--- src/adc_serial_port_pkg.sv ---
package adc_serial_port_pkg;

    // ==========================================================
    // Word format
    // ==========================================================
    localparam int WORD_BITS = 16;
    localparam int FIFO_DEPTH = 16;
    localparam int BIT_COUNT_W = 5;

    // ==========================================================
    // Control word layout
    // ==========================================================
    localparam int CTRL_FLAG_BIT = 15;
    localparam int CTRL_ADDR_MSB = 10;
    localparam int CTRL_ADDR_LSB = 8;
    localparam logic [2:0] ADDR_CTRL_A = 3'h0;
    localparam logic [2:0] ADDR_CTRL_B = 3'h1;
    localparam logic [2:0] ADDR_CTRL_C = 3'h2;

    // Control register A: master divider and serial divider select
    localparam int MDIV_MSB = 4;
    localparam int MDIV_LSB = 2;
    localparam int SDIV_MSB = 1;
    localparam int SDIV_LSB = 0;
    // Control register B: conversion rate select
    localparam int RATE_MSB = 1;
    localparam int RATE_LSB = 0;
    // Control register C: reference level select
    localparam int REF_SEL_BIT = 7;

    // Reset values
    localparam logic [7:0] CTRL_A_RESET = 8'h00;
    localparam logic [7:0] CTRL_B_RESET = 8'h00;
    localparam logic [7:0] CTRL_C_RESET = 8'h00;

    // ==========================================================
    // Timing
    // ==========================================================
    localparam int CLK_HZ = 40000000;
    localparam int FASTEST_RATE_HZ = 64000;
    localparam int SAMPLE_CYCLES_FASTEST = CLK_HZ / FASTEST_RATE_HZ;
    localparam logic [7:0] SCLK_BASE_DIV = 8'h08;
    localparam int BIT_PERIOD_W = 10;

endpackage : adc_serial_port_pkg

--- src/word_fifo.sv ---
`timescale 1ns/100ps

module word_fifo #(
    parameter int WIDTH = 16,
    parameter int DEPTH = 16
) (
    // Clock and reset
    input wire logic clk,
    input wire logic rst_n,
    // Filling side
    input wire logic [WIDTH-1:0] inData,
    input wire logic inValid,
    output logic inReady,
    // Draining side
    output logic [WIDTH-1:0] outData,
    output logic outValid,
    input wire logic outReady
);
    localparam int PW = (DEPTH > 1) ? $clog2(DEPTH) : 1;

    initial begin
        if (DEPTH < 2 || (1 << PW) != DEPTH || WIDTH < 1) begin
            $error("word_fifo: DEPTH must be a power of two of at least 2");
        end
    end

    logic [WIDTH-1:0] mem [DEPTH];
    logic [PW-1:0] wrPtr;
    logic [PW-1:0] rdPtr;
    logic [PW:0] count;
    logic full;
    logic empty;
    logic doWrite;
    logic doRead;

    assign doWrite = inValid && !full;
    assign doRead = outReady && !empty;
    assign inReady = !full;
    assign outValid = !empty;
    assign outData = mem[rdPtr];

    // ==========================================================
    // Storage
    // ==========================================================
    always_ff @(posedge clk) begin
        if (doWrite) begin
            mem[wrPtr] <= inData;
        end
    end

    // Pointers, occupancy and registered flags
    always_ff @(posedge clk or negedge rst_n) begin
        if (!rst_n) begin
            wrPtr <= '0;
            rdPtr <= '0;
            count <= '0;
            full <= 1'b0;
            empty <= 1'b1;
        end else begin
            if (doWrite) begin
                wrPtr <= wrPtr + 1'b1;
            end
            if (doRead) begin
                rdPtr <= rdPtr + 1'b1;
            end
            if (doWrite && !doRead) begin
                count <= count + 1'b1;
                full <= (count == (PW+1)'(DEPTH - 1));
                empty <= 1'b0;
            end else if (doRead && !doWrite) begin
                count <= count - 1'b1;
                full <= 1'b0;
                empty <= (count == (PW+1)'(1));
            end
        end
    end

endmodule : word_fifo

--- src/bit_clock_divider.sv ---
`timescale 1ns/100ps

module bit_clock_divider #(
    parameter int PW = 10
) (
    // Clock and reset
    input wire logic clk,
    input wire logic rst_n,
    // Control
    input wire logic run,
    input wire logic [PW-1:0] period,
    // Bit clock and its edge events
    output logic bitClock,
    output logic riseTick,
    output logic fallTick
);
    logic [PW-1:0] phase;
    logic [PW-1:0] halfLast;

    initial begin
        if (PW < 3) begin
            $error("bit_clock_divider: period width too small");
        end
    end

    assign halfLast = (period >> 1) - 1'b1;

    // ==========================================================
    // Toggle every half period; held low and reset when stopped
    // ==========================================================
    always_ff @(posedge clk or negedge rst_n) begin
        if (!rst_n) begin
            phase <= '0;
            bitClock <= 1'b0;
            riseTick <= 1'b0;
            fallTick <= 1'b0;
        end else if (!run) begin
            phase <= '0;
            bitClock <= 1'b0;
            riseTick <= 1'b0;
            fallTick <= 1'b0;
        end else if (phase >= halfLast) begin
            phase <= '0;
            bitClock <= !bitClock;
            riseTick <= !bitClock;
            fallTick <= bitClock;
        end else begin
            phase <= phase + 1'b1;
            riseTick <= 1'b0;
            fallTick <= 1'b0;
        end
    end

endmodule : bit_clock_divider

--- src/adc_framed_serial_port.sv ---
`timescale 1ns/100ps

// Function
// - Bit clock output is master clock over master times serial divider.
// - Data and control words shift out, bits change on bit clock rise.
// - Serial output floats when idle or when the port is disabled.
// - Output frame sync is one bit period, just before each MSB.
// - Output frame sync changes on rise; floats while port disabled.
// - Partner gives input frame sync one period before MSB; sampled on fall.
// - Input frame sync ignored while port disabled.
// - Partner gives input bits; each captured on bit clock fall.
// - Serial input ignored while port disabled.
// - Port enable is asynchronous; disabled means outputs float, inputs ignored.
// - Bit clock stopped while port disabled.
// - Control and data registers keep values across disable, except a transmit FIFO head word popped by txStart in the first disabled cycle.
// - Serial counters and other port state restart after disable; the sample rate timer keeps running.
// - Active-low reset clears control registers and all logic except the transmit FIFO word storage.
// - Control register C bit 7 selects reference output level.
// - Four conversion rates: 64, 32, 16 and 8 kHz.
module adc_framed_serial_port
    import adc_serial_port_pkg::*;
#(
    parameter int WIDTH = WORD_BITS,
    parameter int DEPTH = FIFO_DEPTH,
    parameter int SAMPLE_CYCLES = SAMPLE_CYCLES_FASTEST
) (
    // Clock and reset
    input wire logic clk,
    input wire logic rst_n,
    // Port enable pin
    input wire logic port_enable_pin,
    // Bit clock pin
    output logic bitClockOut,
    output logic bitClockOe,
    // Serial output pins
    output logic serial_out_line,
    output logic serialOutOe,
    output logic out_frame_sync,
    output logic outFrameSyncOe,
    // Serial input pins
    input wire logic serial_in_line,
    input wire logic in_frame_sync,
    // Words to transmit
    input wire logic [WIDTH-1:0] txWord,
    input wire logic txValid,
    output logic txReady,
    // Received data words
    output logic [WIDTH-1:0] rxWord,
    output logic rxValid,
    // Converter controls
    output logic reference_level_select,
    output logic [1:0] rateSelect,
    output logic sampleStrobe
);

    initial begin
        if (WIDTH != WORD_BITS) begin
            $error("adc_framed_serial_port: word width must be 16");
        end
        if (SAMPLE_CYCLES < 2 || SAMPLE_CYCLES > 8000) begin
            $error("adc_framed_serial_port: SAMPLE_CYCLES out of range");
        end
    end

    typedef enum logic [1:0] {
        TX_IDLE,
        TX_SYNC,
        TX_SHIFT
    } tx_state_type;

    // ==========================================================
    // Declarations
    // ==========================================================
    logic enMeta;
    logic enabled;
    logic fsMeta;
    logic fsSync;
    logic sdMeta;
    logic sdSync;
    logic [7:0] ctrlA;
    logic [7:0] ctrlB;
    logic [7:0] ctrlC;
    logic [7:0] sclkBase;
    logic [BIT_PERIOD_W-1:0] bitPeriod;
    logic bitClock;
    logic riseTick;
    logic fallTick;
    logic [WIDTH-1:0] fifoData;
    logic fifoValid;
    logic fifoReady;
    logic fifoInReady;
    tx_state_type txState;
    logic [WIDTH-1:0] txShift;
    logic [BIT_COUNT_W-1:0] txCount;
    logic txStart;
    logic rxActive;
    logic [WIDTH-1:0] rxShift;
    logic [BIT_COUNT_W-1:0] rxCount;
    logic [WIDTH-1:0] rxFull;
    logic rxDone;
    logic [15:0] sampleCount;
    logic [15:0] samplePeriod;

    // ==========================================================
    // Pin synchronisers
    // ==========================================================
    // Port enable is asynchronous to the master clock
    always_ff @(posedge clk or negedge rst_n) begin
        if (!rst_n) begin
            enMeta <= 1'b0;
            enabled <= 1'b0;
        end else begin
            enMeta <= port_enable_pin;
            enabled <= enMeta;
        end
    end

    // Serial inputs come from the partner's clock domain
    always_ff @(posedge clk or negedge rst_n) begin
        if (!rst_n) begin
            fsMeta <= 1'b0;
            fsSync <= 1'b0;
            sdMeta <= 1'b0;
            sdSync <= 1'b0;
        end else begin
            fsMeta <= in_frame_sync;
            fsSync <= fsMeta;
            sdMeta <= serial_in_line;
            sdSync <= sdMeta;
        end
    end

    // ==========================================================
    // Bit clock generation
    // ==========================================================
    // Period is (master divider + 1) times serial divider, in clk cycles
    assign sclkBase = SCLK_BASE_DIV << ctrlA[SDIV_MSB:SDIV_LSB];
    assign bitPeriod = BIT_PERIOD_W'(12'({1'b0, ctrlA[MDIV_MSB:MDIV_LSB]} + 4'h1)
        * 12'(sclkBase));

    // Divider restarts from zero and stands still while disabled
    bit_clock_divider #(
        .PW(BIT_PERIOD_W)
    ) divider (
        .clk(clk),
        .rst_n(rst_n),
        .run(enabled),
        .period(bitPeriod),
        .bitClock(bitClock),
        .riseTick(riseTick),
        .fallTick(fallTick)
    );

    // Bit clock pin follows the divider and floats while disabled
    always_ff @(posedge clk or negedge rst_n) begin
        if (!rst_n) begin
            bitClockOut <= 1'b0;
            bitClockOe <= 1'b0;
        end else begin
            bitClockOut <= bitClock;
            bitClockOe <= enabled;
        end
    end

    // ==========================================================
    // Transmit buffer
    // ==========================================================
    // Words queued here survive a disable period, except a head word popped by txStart in the first disabled cycle
    word_fifo #(
        .WIDTH(WIDTH),
        .DEPTH(DEPTH)
    ) txFifo (
        .clk(clk),
        .rst_n(rst_n),
        .inData(txWord),
        .inValid(txValid),
        .inReady(fifoInReady),
        .outData(fifoData),
        .outValid(fifoValid),
        .outReady(fifoReady)
    );

    assign txReady = fifoInReady;

    // A new frame may open from idle or on the last bit of the previous word
    assign txStart = riseTick && fifoValid && (txState == TX_IDLE
        || (txState == TX_SHIFT && txCount == '0));
    assign fifoReady = txStart;

    // ==========================================================
    // Transmit sequencer
    // ==========================================================
    // Apart from enable changes, all transmit pins change only on a bit clock rising edge
    always_ff @(posedge clk or negedge rst_n) begin
        if (!rst_n) begin
            txState <= TX_IDLE;
            txShift <= '0;
            txCount <= '0;
        end else if (!enabled) begin
            txState <= TX_IDLE;
            txCount <= '0;
        end else if (riseTick) begin
            unique case (txState)
                TX_IDLE: begin
                    if (txStart) begin
                        txShift <= fifoData;
                        txState <= TX_SYNC;
                    end
                end
                TX_SYNC: begin
                    txCount <= BIT_COUNT_W'(WIDTH - 1);
                    txState <= TX_SHIFT;
                end
                TX_SHIFT: begin
                    if (txCount == '0) begin
                        if (txStart) begin
                            txShift <= fifoData;
                            txState <= TX_SYNC;
                        end else begin
                            txState <= TX_IDLE;
                        end
                    end else begin
                        txShift <= {txShift[WIDTH-2:0], 1'b0};
                        txCount <= txCount - 1'b1;
                    end
                end
            endcase
        end
    end

    // Frame sync pin: one bit period high before each MSB
    always_ff @(posedge clk or negedge rst_n) begin
        if (!rst_n) begin
            out_frame_sync <= 1'b0;
            outFrameSyncOe <= 1'b0;
        end else begin
            outFrameSyncOe <= enabled;
            if (!enabled) begin
                out_frame_sync <= 1'b0;
            end else if (riseTick) begin
                out_frame_sync <= txStart;
            end
        end
    end

    // Data pin: MSB first, driven only while a word is on the line
    always_ff @(posedge clk or negedge rst_n) begin
        if (!rst_n) begin
            serial_out_line <= 1'b0;
            serialOutOe <= 1'b0;
        end else if (!enabled) begin
            serial_out_line <= 1'b0;
            serialOutOe <= 1'b0;
        end else if (riseTick) begin
            if (txState == TX_SYNC) begin
                serial_out_line <= txShift[WIDTH-1];
                serialOutOe <= 1'b1;
            end else if (txState == TX_SHIFT && txCount != '0) begin
                serial_out_line <= txShift[WIDTH-2];
                serialOutOe <= 1'b1;
            end else begin
                serial_out_line <= 1'b0;
                serialOutOe <= 1'b0;
            end
        end
    end

    // ==========================================================
    // Receive sequencer
    // ==========================================================
    // Frame sync and data are taken on the falling edge, and only when enabled
    always_ff @(posedge clk or negedge rst_n) begin
        if (!rst_n) begin
            rxActive <= 1'b0;
            rxShift <= '0;
            rxCount <= '0;
        end else if (!enabled) begin
            rxActive <= 1'b0;
            rxCount <= '0;
        end else if (fallTick) begin
            if (!rxActive) begin
                if (fsSync) begin
                    rxActive <= 1'b1;
                    rxCount <= BIT_COUNT_W'(WIDTH - 1);
                end
            end else begin
                rxShift <= {rxShift[WIDTH-2:0], sdSync};
                rxCount <= rxCount - 1'b1;
                if (rxCount == '0) begin
                    rxActive <= 1'b0;
                end
            end
        end
    end

    // Completed word including the bit being captured now
    assign rxFull = {rxShift[WIDTH-2:0], sdSync};
    assign rxDone = enabled && fallTick && rxActive && rxCount == '0;

    // Data words go to the user side as a one-cycle pulse
    always_ff @(posedge clk or negedge rst_n) begin
        if (!rst_n) begin
            rxWord <= '0;
            rxValid <= 1'b0;
        end else begin
            rxValid <= rxDone && !rxFull[CTRL_FLAG_BIT];
            if (rxDone && !rxFull[CTRL_FLAG_BIT]) begin
                rxWord <= rxFull;
            end
        end
    end

    // ==========================================================
    // Control registers
    // ==========================================================
    // Written by control words; only the device reset clears them
    always_ff @(posedge clk or negedge rst_n) begin
        if (!rst_n) begin
            ctrlA <= CTRL_A_RESET;
            ctrlB <= CTRL_B_RESET;
            ctrlC <= CTRL_C_RESET;
        end else if (rxDone && rxFull[CTRL_FLAG_BIT]) begin
            unique case (rxFull[CTRL_ADDR_MSB:CTRL_ADDR_LSB])
                ADDR_CTRL_A: ctrlA <= rxFull[7:0];
                ADDR_CTRL_B: ctrlB <= rxFull[7:0];
                ADDR_CTRL_C: ctrlC <= rxFull[7:0];
                default: ctrlC <= ctrlC; // Unmapped addresses change nothing
            endcase
        end
    end

    // Converter control outputs
    always_ff @(posedge clk or negedge rst_n) begin
        if (!rst_n) begin
            reference_level_select <= 1'b0;
            rateSelect <= 2'h0;
        end else begin
            reference_level_select <= ctrlC[REF_SEL_BIT];
            rateSelect <= ctrlB[RATE_MSB:RATE_LSB];
        end
    end

    // ==========================================================
    // Conversion rate timer
    // ==========================================================
    // Rate code 0..3 gives 64, 32, 16 and 8 kHz
    assign samplePeriod = 16'(SAMPLE_CYCLES) << rateSelect;

    // Strobe once per output sample period
    always_ff @(posedge clk or negedge rst_n) begin
        if (!rst_n) begin
            sampleCount <= '0;
            sampleStrobe <= 1'b0;
        end else if (sampleCount >= samplePeriod - 16'h0001) begin
            sampleCount <= '0;
            sampleStrobe <= 1'b1;
        end else begin
            sampleCount <= sampleCount + 16'h0001;
            sampleStrobe <= 1'b0;
        end
    end

endmodule : adc_framed_serial_port

--- config.mk ---
export PLATFORM = sky130hd
export DESIGN_NAME = adc_framed_serial_port
export DESIGN_NICKNAME = d
export VERILOG_FILES = /design/src/adc_serial_port_pkg.sv /design/src/word_fifo.sv /design/src/bit_clock_divider.sv /design/src/adc_framed_serial_port.sv
export SDC_FILE = /design/constraint.sdc
export NUM_CORES = 1
export LEC_CHECK = 0
export BUFFER_PORTS_ARGS = -buffer_cell sky130_fd_sc_hd__buf_2
export CORE_MARGIN = 8
export CORE_UTILIZATION = 40
export CTS_CLUSTER_SIZE = 30
export DETAILED_ROUTE_END_ITERATION = 16
export MAX_ROUTING_LAYER = met4
export SLEW_MARGIN = 20
export SYNTH_ARGS = -nofsm -noshare
export SYNTH_HDL_FRONTEND = slang
export SYNTH_SLANG_ARGS = --single-unit
--- constraint.sdc ---
create_clock -name clk -period 5.11 [get_ports clk]
set_input_delay 1.022 -clock clk [delete_from_list [all_inputs] [get_ports clk]]
set_output_delay 1.022 -clock clk [all_outputs]
set_load 0.01 [all_outputs]
* Word-level counts from Yosys, hierarchy flattened
Memory sizes are Yosys's and may differ from the RTL's. Cells that the tools add are included.
Storage, ports and cells: logic and storage cells 151, register bits after elaboration 135, memories kept 1, RAM bits 256
Memory list:
- txFifo.mem | depth 16, bits a word 16, read ports 1, clocked after Yosys merged registers in 0, write ports 1, line word_fifo.sv:27 | logic [WIDTH-1:0] mem [DEPTH];
Cells by class: multiply operators 1, muxes and demuxes 50, equality and inequality tests 14, reduce and logical (&&, ||, !) cells 35, order comparisons 2, shift-type cells 2, $add $sub $neg 11
Operators by type and width (number):
- two-way mux 16 bit | 3
- two-way mux 5 bit | 9
- one-hot mux 16 bit (2 select lines) | 1
- two-way mux 1 bit | 29
- two-way mux 10 bit | 2
- adder 16 x 1 -> 16 bit, second input constant | 1
- greater-or-equal comparator 16 bit | 1
- left shift 10 x 2 -> 16 bit, first input constant | 1
- subtractor 16 x 1 -> 16 bit, second input constant | 1
- subtractor 5 x 1 -> 5 bit, second input constant | 3
- logical AND 1 bit | 13
- AND reduction 3 bit | 4
- adder 10 x 1 -> 10 bit, second input constant | 1
- greater-or-equal comparator 10 bit | 1
- zero test 5 bit | 2
- multiplier 4 x 8 -> 10 bit | 1
- one-hot mux 5 bit (2 select lines) | 1
- subtractor 9 x 1 -> 10 bit, second input constant | 1
- adder 4 x 1 -> 4 bit, second input constant | 2
- two-way mux 2 bit | 4
- AND reduction 2 bit | 4
- left shift 4 x 2 -> 8 bit, first input constant | 1
- zero test 1 bit | 6
- != test 2 x 1 -> 1 bit, second input constant | 3
- 17 further kinds | 20

* Longest topological paths before layout
Gate-level depths: netlist of the first run.
depth in word-level cells 9, depth in mapped cells 18, gate-level depth less buffers 18

* Modules after synthesis
A second synthesis of the first run with hierarchy kept.
Second synthesis, totals: cells, all modules 1038, area, all modules 16580.9 um2
By module, submodules not included:
- word_fifo | seq. area each 8064.0 um2, cells each 489, area an instance 10528.8 um2, instances 1
- adc_framed_serial_port | seq. area each 2502.4 um2, cells each 451, area an instance 5147.4 um2, instances 1
- bit_clock_divider | seq. area each 325.3 um2, cells each 98, area an instance 904.6 um2, instances 1

* Worst setup path before layout of the first run
OpenSTA, ideal clock, no wires.
kind flip-flop to flip-flop, start point reg ctrlA[2], end point reg divider.phase[2], setup time 0.074 ns, required time 5.036 ns, path slack 0.383 ns, arrival 4.653 ns, stages on the path, launching flop included 17, path through dfrtp_1 -> ha_1 -> xnor2_1 -> or2_2 -> fa_1 -> inv_1 -> fa_1 -> fa_1 -> xor2_1 -> nor3_1 -> xnor2_1 -> ha_1 -> a21o_1 -> a21o_1 -> a221oi_1 -> nand2_1 -> nor2_1
Between the ends: word-level cells in the longest chain between the ends 6
Ends and longest elaborated chain:
- start: declaration | line adc_framed_serial_port.sv:80 | logic [7:0] ctrlA;
- start signal: assignment | line adc_framed_serial_port.sv:324 | ADDR_CTRL_A: ctrlA <= rxFull[7:0];
- adder 3 x 1 -> 4 bit | line adc_framed_serial_port.sv:138 | assign bitPeriod = BIT_PERIOD_W'(12'({1'b0, ctrlA[MDIV_MSB:MDIV_LSB]} + 4'h1)
- multiplier 4 x 8 -> 10 bit | line adc_framed_serial_port.sv:139 | * 12'(sclkBase));
- subtractor 9 x 1 -> 10 bit | line bit_clock_divider.sv:26 | assign halfLast = (period >> 1) - 1'b1;
- greater-or-equal comparator 10 bit | line bit_clock_divider.sv:42 | end else if (phase >= halfLast) begin
- two-way mux 10 bit | line bit_clock_divider.sv:42
- two-way mux 10 bit | line bit_clock_divider.sv:37 | end else if (!run) begin
- end signal: assignment | line bit_clock_divider.sv:48 | phase <= phase + 1'b1;
- end: declaration | line bit_clock_divider.sv:17 | logic [PW-1:0] phase;
Every way passes these cells. A chain may end at the register's enable or synchronous reset.

* Worst setup path in the final report of the first run
start point reg ctrlA[2], end point reg divider.bitClock
Between the ends: word-level cells in the longest chain between the ends 5
Ends and longest elaborated chain:
- adder 3 x 1 -> 4 bit | line adc_framed_serial_port.sv:138
- multiplier 4 x 8 -> 10 bit | line adc_framed_serial_port.sv:139
- subtractor 9 x 1 -> 10 bit | line bit_clock_divider.sv:26
- greater-or-equal comparator 10 bit | line bit_clock_divider.sv:42
- != test 2 x 1 -> 1 bit (no line)
- end signal: assignment | line bit_clock_divider.sv:44 | bitClock <= !bitClock;
- end: declaration | line bit_clock_divider.sv:13 | output logic bitClock,
Every way passes these cells.

==> results.yml, run 1 <==
power_and_ir_drop:
  power.leakage_uw: 0.00716
  peakVddDrop_mv: 0.280
  p_per_area_mw_per_mm2: 439
synth:
  ys_types: 56
  syn_area_per_cell_um2: 16.0
  synthMostInstantiatedCell: "edfxtp_1"
  mappedNetlistArea_mm2: 0.0163
  synth_top_area_cell: "edfxtp_1"
  yosysTopAreaCellShare: 0.471
  synthTopCellsByArea: "edfxtp_1, dfrtp_1, mux4_2, ha_1, mux2_2"
  yosysWarnings: 0
  syn_inst: 1022
  yosysSeqAreaShare: 0.667
  ys.flop_type: "edfxtp_1"
  synth_common_cells: "edfxtp_1, dfrtp_1, nor2_1"
  synthArstFlopShare: 0.333
  synth_enable_flop_cells: 256
  synth-seq-cells: 384
routing:
  wl_mm: 33.2
  antenna_left: 0
  routed_via_density: 5.26
  dr.pass1.iters: 4
  drc: 0
  vias: 8786
  wl_per_cell_um: 19.9
  drt_iter0_drc: 666
setup_path:
  criticalPathCategory: "reg -> reg"
  cp_data_arrival_time_ns: 5.26
  crit_start: "ctrlA[2]$_DFFE_PN0P_"
  worstPathMaxFanout: 7
  worstReg2RegStart: "ctrlA[2]$_DFFE_PN0P_"
  end_kind: "flip-flop"
  cp_data_required_time_ns: 5.55
  critPathLaunchType: "flip-flop"
clock_network:
  cts_inserted_buffers: 43
  cts_tree: "built"
  cts-root-buf: "clkbuf_16"
  cts_buffer_depth: 3
  htree_levels: 2
  cts.clk_slew.worst_paths_ns: 0.06
  clkSinkCount: 384
  insertion_delay_ns: 0.56
  cts_setup_buffers: 0
timing:
  clock_skew_ns: 0.0202
  slew_headroom: 0.315
  min_period_ns: 4.82
  tns_ns: 0
  final.setup.worst_slack_ns: 0.294
  clock.fmax_ghz: 0.208
  drv_slew: 0
  tightest_slew_ns: 1.03
  setup_violations: 0
  rsz0062_at_grt: "false"
  timing.hold.ws_ns: 0.350
  period_share: 0.943
  hold_violations: 0
job:
  drv_cap: 0
finish:
  fin_nets: 1182
  drive_above_1_share: 0.250
  regArea_mm2: 0.0109
  multiInputGateArea_mm2: 0.00519
  nFillCells: 3544
  area_growth_pct: 14.6
  post-route-util: 0.461
grt:
  track_usage: 0.146
  antenna_found_initial: 3
  grt_max_degree: 88
  grt_pass1_wl_mm: 52.7
  grt-ovfl-total: 0
  grt_pass1_vias: 9174
min_path:
  holdCritStartpoint: "enMeta$_DFF_PN0_"
  hold_class: "reg -> reg"
placement:
  dp_slack_ns: 0.110
  place_congestion: 0.761
  portBuffers: 49
  dp_hpwl_mm: 20.7
status:
  outcome: "completed"
floorplanning:
  initial_utilization: 0.402
  pin_count: 50
  rows: 74
  die-area_mm2: 0.0475
  core_mm2: 0.0406
  die_w_um: 218
  dieHeight_um: 218
==> timing repair <==
item | in CTS | in global routing
endpoints found under the setup margin | 0 | 11
hold buffers | 0 | 0
gates resized for setup | 0 | 3
==> kinds of logic after synthesis <==
family	Yosys count	share of synthesized area
xor+xnor	42	0.0225
compound gates	117	0.0541
flops	384	0.667
mux	120	0.121
buf+inv	76	0.0191
fa+ha+maj	60	0.0478
other cells	1	0.000230
simple gates	222	0.0677
==> per-layer routing <==
metal,wire (um),vias to the layer above,GRT usage
met5,0,-,-
met4,597,0,0.0401
met3,1600,45,0.0287
met2,16400,148,0.238
met1,14500,4542,0.186
li1,-,4051,-
==> worst max-delay path: stages, from the launching register on <==
cell,delay [ns]
dfrtp_1,0.43
ha_1,0.24
xnor2_1,0.17
or2_2,0.33
fa_1,0.50
inv_1,0.05
fa_1,0.53
fa_1,0.56
nor3b_2,0.25
nor3b_1,0.25
xor2_1,0.22
ha_1,0.28
a21o_1,0.17
a221oi_2,0.32
buf_4,0.18
nor3_1,0.05
nand2b_1,0.16
==> where the power goes <==
group | internal (uW) | switching (uW) | leakage (uW)
registers | 3620 | 339 | 0.00404
logic | 635 | 655 | 0.00245
clock network | 1740 | 1220 | 0.000666
==> sequential cells by signal (all words and copies together) (netlist names), 2 cells and up <==
name / flops
txCount: 5
sampleCount: 16
rxWord: 16
txFifo.wrPtr: 4
txFifo.count: 5
divider.phase: 10
ctrlB: 2
txFifo.rdPtr: 4
rxCount: 5
txState: 2
ctrlA: 5
txFifo.mem: 256
txShift: 16
rxShift: 15
rateSelect: 2
==> final cells by class <==
class / count / area share
timing repair buffer: 75 / 0.0239
tap: 532 / 0.0356
clock inverter: 15 / 0.00696
multi-input combinational: 564 / 0.278
inverter: 32 / 0.00642
antenna: 3 / 0.000401
sequential: 384 / 0.583
clock buffer: 64 / 0.0661
==> path summary, 6_finish.rpt <==
path	cells after the start	slack, ns	to
setup / recovery	16	0.29	divider.bitClock$_DFFE_PN0P_
hold / removal	0	0.35	enabled$_DFF_PN0_
setup reg to reg	16	0.29	divider.bitClock$_DFFE_PN0P_
hold reg to reg	0	0.35	enabled$_DFF_PN0_
max in group asynchronous	2	3.50	ctrlA[3]$_DFFE_PN0P_
min in group asynchronous	1	0.52	sampleCount[15]$_DFF_PN0_
==> cell usage in the layout, fill, tap and decap left out, types with 5 or more instances in the layout <==
master     netlist  layout
xnor2_1         26      26
nor3_1          14      10
and3_1           8       8
buf_2            6      48
mux2_2          40      40
nor3b_1         10       9
edfxtp_1       256     256
a221o_1          8       8
nor2_2           0      11
nor2_1          70      58
clkbuf_16        0      44
mux4_2          58      58
a21oi_1         23      23
nand4_1          9       9
ha_1            56      56
dfrtp_1        127     124
a221oi_1         6       5
clkinv_2         0       8
a221o_2          6       6
a21o_1           9       9
xor2_1          16      16
a31oi_1          5       5
nand2b_1         7       7
o21ai_0         17      17
nand2_1         42      41
or2_2            5       5
buf_4            1      26
mux2i_1         22      22
clkbuf_8         0       6
a211oi_1        20      20
inv_1           32      32
nor2b_1         17      17
a22oi_1          8       8
clkbuf_1        29      14
nand3_1         23      23
==> through the flow <==
stage                     power [uW]  cells  area, um^2
after CTS                       8320   1666       18700
after global routing            8580   1669       18700
after global placement          5310   1587       17300
final                           8210   1669       18700
after detailed placement        5340   1587       17300
after floorplan                 4860   1024       16300
(Power assumes the default switching activity.)
==> run 2: changes to the inputs <==
CORE_MARGIN = 1.5   (was 8)
==> run 2 against run 1 <==
Final cell count down 0.66%; sequential share of layout area about the same; first-iteration DRC count down 24%; worst setup slack worse by 0.031 ns; critical path depth up 1; sequential power down 1%; critical path type unchanged; critical endpoint unchanged; largest cell class unchanged; largest power group unchanged.
==> results.yml, run 2 (synthesis gave the netlist of run 1 again) <==
status:
  outcome: "completed"
setup_path:
  end_kind: "flip-flop"
  worstPathMaxFanout: 7
  crit_chain: "ha_1, xnor2_1, or2_2, fa_1, inv_1, fa_1, fa_1, xor2_2, nor3_2, xnor2_1, ha_1, a21o_1, a21o_1, a221oi_2, buf_4, nor3_1, nand2b_1"
  cp_data_required_time_ns: 5.56
  cpMostUsedCell: "fa_1"
  criticalPathCategory: "reg -> reg"
  critPathLaunchType: "flip-flop"
  crit_path_max_incr_delay_ns: 0.53
  cp_data_arrival_time_ns: 5.29
  cpMaxStageDelayCell: "fa_1"
  critPathBufInv: 2
  critPathTopFamily: "adder cells"
finish:
  drive_above_1_share: 0.249
  final_cell_mix: "edfxtp_1, dfrtp_1, nor2_1, mux4_2, ha_1"
  largest_reg_flops: 256
  post-route-util: 0.467
  final_common_cell: "edfxtp_1"
  area_growth_pct: 14.5
  final_area_mm2: 0.0187
  top_register: "txFifo.mem"
  instances_no_fill: 1658
  fin_nets: 1182
routing:
  routed_via_density: 5.25
  drc: 0
  vias: 8706
  wl_per_cell_um: 20.1
  dr.pass1.iters: 5
  drt_iter0_drc: 509
  wl_mm: 33.3
  antenna_left: 0
grt:
  antenna_found_initial: 1
  grt-ovfl-total: 0
  grt_pass1_vias: 9013
  grt_max_degree: 100
  grt_pass1_wl_mm: 51.9
  track_usage: 0.169
power_and_ir_drop:
  power.switching_uw: 2220
  peakVddDrop_mv: 0.278
  clkPwrFrac: 0.359
  pwr-share-seq: 0.476
  switching_share: 0.271
  power.leakage_uw: 0.00717
  p_per_area_mw_per_mm2: 439
  combPwrFrac: 0.164
  power.internal_uw: 5980
clock_network:
  htree_levels: 2
  post_cts_resized: 0
  clkSinkCount: 384
  cts_inserted_buffers: 42
  cts-root-buf: "clkbuf_16"
  cts_buffer_depth: 3
  cts.clk_slew.worst_paths_ns: 0.06
  postCtsHoldBufs: 0
  cts_tree: "built"
  insertion_delay_ns: 0.58
  cts_setup_buffers: 0
job:
  drv_cap: 0
timing:
  drv_slew: 0
  clock_skew_ns: 0.0431
  hold_violations: 0
  tightest_slew_ns: 0.986
  slew_headroom: 0.339
  timing.hold.ws_ns: 0.347
  tns_ns: 0
  setup_violations: 0
  min_period_ns: 4.85
  period_share: 0.949
  rsz0062_at_grt: "false"
  clock.fmax_ghz: 0.206
placement:
  place_congestion: 0.806
  dp_hpwl_mm: 19.9
  dpl_cell_area_mm2: 0.0173
  placed_cells: 1581
  portBuffers: 49
floorplanning:
  die-area_mm2: 0.0420
  pin_count: 50
  dieHeight_um: 205
  rows: 73
  core_mm2: 0.0400
  die_w_um: 205
  initial_utilization: 0.408
min_path:
  hold_class: "reg -> reg"
[run 2: path summary, 6_finish.rpt]
path	start	end	slack, ns	cells after the start
max reg2reg	ctrlA[2]$_DFFE_PN0P_	divider.bitClock$_DFFE_PN0P_	0.26	17
max in group asynchronous	rst_n	rxShift[6]$_DFFE_PN0P_	3.54	2
min in group asynchronous	rst_n	sampleCount[15]$_DFF_PN0_	0.59	1
min	fsMeta$_DFF_PN0_	fsSync$_DFF_PN0_	0.35	0
min reg2reg	fsMeta$_DFF_PN0_	fsSync$_DFF_PN0_	0.35	0
max	ctrlA[2]$_DFFE_PN0P_	divider.bitClock$_DFFE_PN0P_	0.26	17
[run 2: layout make-up]
type	instances	area, um^2
fillers	3493	21300
flip-flops and latches	384	10900
multi-input cells	564	5210
clock buffers	58	1180
well taps	525	657
repair buffers	76	454
clock inverters	18	171
inverters	32	120
diodes	1	2.50
[run 2: power groups by stage]
stage                     combinational [uW]  clock (uW)  sequential [uW]
after floorplan                         1100           0             3770
after global placement                  1350           0             3970
after detailed placement                1360           0             3980
after CTS                               1370        3030             3920
after global routing                    1460        3150             3960
final                                   1350        2950             3910
[run 2: per-layer routing]
layer,vias up,GRT usage,routed length (um)
li1,4060,-,-
met1,4435,0.213,14300
met2,163,0.278,16900
met3,48,0.0285,1380
met4,0,0.0527,679
met5,-,-,0
[run 2: worst reg2reg max path, stage by stage, from the launching register on]
cell and delay [ns]:
dfrtp_1 0.45, ha_1 0.24, xnor2_1 0.17, or2_2 0.33
fa_1 0.50, inv_1 0.05, fa_1 0.53, fa_1 0.50
xor2_2 0.23, nor3_2 0.22, xnor2_1 0.15, ha_1 0.26
a21o_1 0.18, a21o_1 0.19, a221oi_2 0.33, buf_4 0.19
nor3_1 0.05, nand2b_1 0.16
[run 2: per-stage QoR]
step           power (uW)  setup WS [ns]
6_report             8200          0.263
5_1_grt              8570        0.00280
4_1_cts              8320         0.0615
3_5_place_dp         5340          0.112
3_3_place_gp         5320          0.159
2_1_floorplan        4860          0.383
==> run 3: changes to the inputs <==
HOLD_SLACK_MARGIN = 0.06   (was default)
SYNTH_HIERARCHICAL = 1   (was default)
==> run 3 against run 2 <==
Non-clock buffer count is 11 lower; first-iteration DRC count is 0.39% lower; register-to-register slack worse by 0.05 ns; via count is 2.7% higher; utilization is 0.74 points lower; final cell count is 1.1% higher; maximum frequency is 1.0% lower; highest routed layer unchanged; clock-buffer cell count is 7 lower.
==> results.yml, run 3 <==
routing:
  drc: 0
  antenna_left: 0
  vias: 8945
  wl_per_cell_um: 19.9
  routed_via_density: 5.34
  drt_iter0_drc: 507
  wl_mm: 33.4
  dr.pass1.iters: 5
synth:
  synth-seq-cells: 384
  yosysWarnings: 6
  syn_area_per_cell_um2: 16.0
  synthTopCellsByArea: "edfxtp_1, dfrtp_1, mux4_2, ha_1, mux2_2"
  mappedNetlistArea_mm2: 0.0166
  synthArstFlopShare: 0.333
  ys.flop_type: "edfxtp_1"
  synth_enable_flop_cells: 256
  yosysTopAreaCellShare: 0.464
  syn_inst: 1038
  synth_common_cells: "edfxtp_1, dfrtp_1, mux4_2"
  ys_types: 76
  yosysSeqAreaShare: 0.657
  synth_top_area_cell: "edfxtp_1"
  synthMostInstantiatedCell: "edfxtp_1"
placement:
  dpl_cell_area_mm2: 0.0174
  placed_cells: 1600
  dp_hpwl_mm: 19.8
  portBuffers: 49
  place_congestion: 0.794
  dp_slack_ns: 0.0799
clock_network:
  cts_tree: "built"
  cts.clk_slew.worst_paths_ns: 0.06
  insertion_delay_ns: 0.56
  cts-root-buf: "clkbuf_16"
  cts_inserted_buffers: 41
  cts_buffer_depth: 3
  clkSinkCount: 384
  htree_levels: 2
setup_path:
  cp_data_required_time_ns: 5.55
  worstPathMaxFanout: 8
  worst-r2r-setup-slack_ns: 0.21
  worstReg2RegStart: "ctrlA[2]$_DFFE_PN0P_"
  ff2ff_path_depth: 19
  cp_data_arrival_time_ns: 5.34
  end_kind: "flip-flop"
  critPathLaunchType: "flip-flop"
  crit_start: "ctrlA[2]$_DFFE_PN0P_"
  criticalPathCategory: "reg -> reg"
  endpoint: "divider/fallTick$_DFF_PN0_"
  reg2reg_to: "divider/fallTick$_DFF_PN0_"
status:
  outcome: "completed"
timing:
  setup_violations: 0
  clock_skew_ns: 0.0120
  min_period_ns: 4.90
  final.setup.worst_slack_ns: 0.212
  tightest_slew_ns: 1.11
  drv_slew: 0
  slew_headroom: 0.260
  clock.fmax_ghz: 0.204
  hold_violations: 0
  timing.hold.ws_ns: 0.348
  period_share: 0.958
finish:
  drive_above_1_share: 0.226
  multiInputGateArea_mm2: 0.00536
  area_growth_pct: 13.2
  nFillCells: 3514
  post-route-util: 0.460
  largest_reg_flops: 256
  instances_no_fill: 1676
  fin_nets: 1201
  final_common_cell: "edfxtp_1"
  antennaDiodeCount: 0
  final_area_mm2: 0.0188
  final_cell_mix: "edfxtp_1, dfrtp_1, mux4_2, ha_1, nand2_1"
  regArea_mm2: 0.0109
  top_register: "txFifo/mem"
grt:
  grt-ovfl-total: 0
  grt_pass1_wl_mm: 52.7
  track_usage: 0.169
  antenna_found_initial: 0
  grt_pass1_vias: 9053
  grt_max_degree: 88
floorplanning:
  dieHeight_um: 207
  initial_utilization: 0.406
  core_mm2: 0.0408
  pin_count: 50
  rows: 74
  die-area_mm2: 0.0427
  die_w_um: 207
power_and_ir_drop:
  power.leakage_uw: 0.00713
  p_per_area_mw_per_mm2: 458
  peakVddDrop_mv: 0.384
job:
  drv_cap: 0
min_path:
  hold_class: "reg -> reg"
## run 3: cell types whose count changed after synthesis, sizes merged, moves of 15 or more
cell / change
a22oi: +25
mux2i: -20
nor2: -38
a211oi: -18
nor4: +22
o21a: +15
and2: +17
## run 3: where the power goes
part / internal [uW] / total, uW / leakage [uW] / switching [uW]
clock network: 1620 / 2820 / 0.000625 / 1190
registers: 3700 / 4030 / 0.00400 / 330
logic: 865 / 1740 / 0.00251 / 878
total: 6190 / 8590 / 0.00713 / 2400
## run 3: how the worst min path moves through the flow
stage | start | endpoint | slack, ns | cells past startpoint
floorplan | enMeta$_DFF_PN0_ | enabled$_DFF_PN0_ | 0.33 | 0
global placement | sdMeta$_DFF_PN0_ | sdSync$_DFF_PN0_ | 0.33 | 0
detailed placement | sdMeta$_DFF_PN0_ | sdSync$_DFF_PN0_ | 0.34 | 0
CTS | sdMeta$_DFF_PN0_ | sdSync$_DFF_PN0_ | 0.35 | 0
global route | sdMeta$_DFF_PN0_ | sdSync$_DFF_PN0_ | 0.36 | 0
finish | sdMeta$_DFF_PN0_ | sdSync$_DFF_PN0_ | 0.35 | 0
## run 3: area by class of cell
| class | count | share of cell area |
|---|---|---|
| tap | 532 | 0.0355 |
| clock inverter | 21 | 0.00933 |
| multi-input combinational | 578 | 0.285 |
| timing repair buffer | 65 | 0.0219 |
| clock buffer | 51 | 0.0583 |
| sequential | 384 | 0.581 |
| inverter | 45 | 0.00900 |
## run 3: cells by family (layout without fill, tap and decap cells)
logic type                 Yosys count  count (layout)  synth area share
AOI/OAI and AO/OA                  136             136            0.0594
DFF                                384             384             0.657
adders and majority gates           64              64            0.0501
other                                2              13          0.000453
buffers and inverters               88             182            0.0260
muxes                              104             104             0.114
xor gates and xnor gates            46              46            0.0243
and+or+nand+nor                    214             215            0.0690
## run 3: routing by layer
layer | wire length (um) | up-vias | GRT usage
met2 | 16500 | 180 | 0.270
met3 | 1690 | 59 | 0.0305
met1 | 14300 | 4575 | 0.219
met4 | 858 | 0 | 0.0541
met5 | 0 | - | -
li1 | - | 4131 | -
## run 3: critical path: stages (launching register included)
cell,delay (ns)
dfrtp_2,0.45
ha_1,0.27
xor2_2,0.16
nand2_1,0.09
fa_1,0.51
inv_1,0.05
fa_1,0.57
inv_1,0.07
fa_1,0.53
inv_1,0.06
or4_4,0.55
nor4_2,0.21
xnor2_1,0.16
ha_1,0.27
a21oi_1,0.15
o21ai_0,0.11
a31oi_2,0.15
buf_4,0.17
nand2_1,0.07
and3_1,0.18
## run 3: what timing repair did
item                                    in CTS  in global routing
hold endpoints to repair                     0                  0
endpoints found under the setup margin       0                 12
setup buffers                                0                  1
gates resized for setup                      0                  8
hold buffers                                 0                  0
## run 3: metrics by stage
stage	setup TNS (ns)	power [uW]
2_1_floorplan	0	5310
3_3_place_gp	0	5830
3_5_place_dp	0	5860
4_1_cts	0	8700
5_1_grt	-0.130	9030
6_report	0	8590
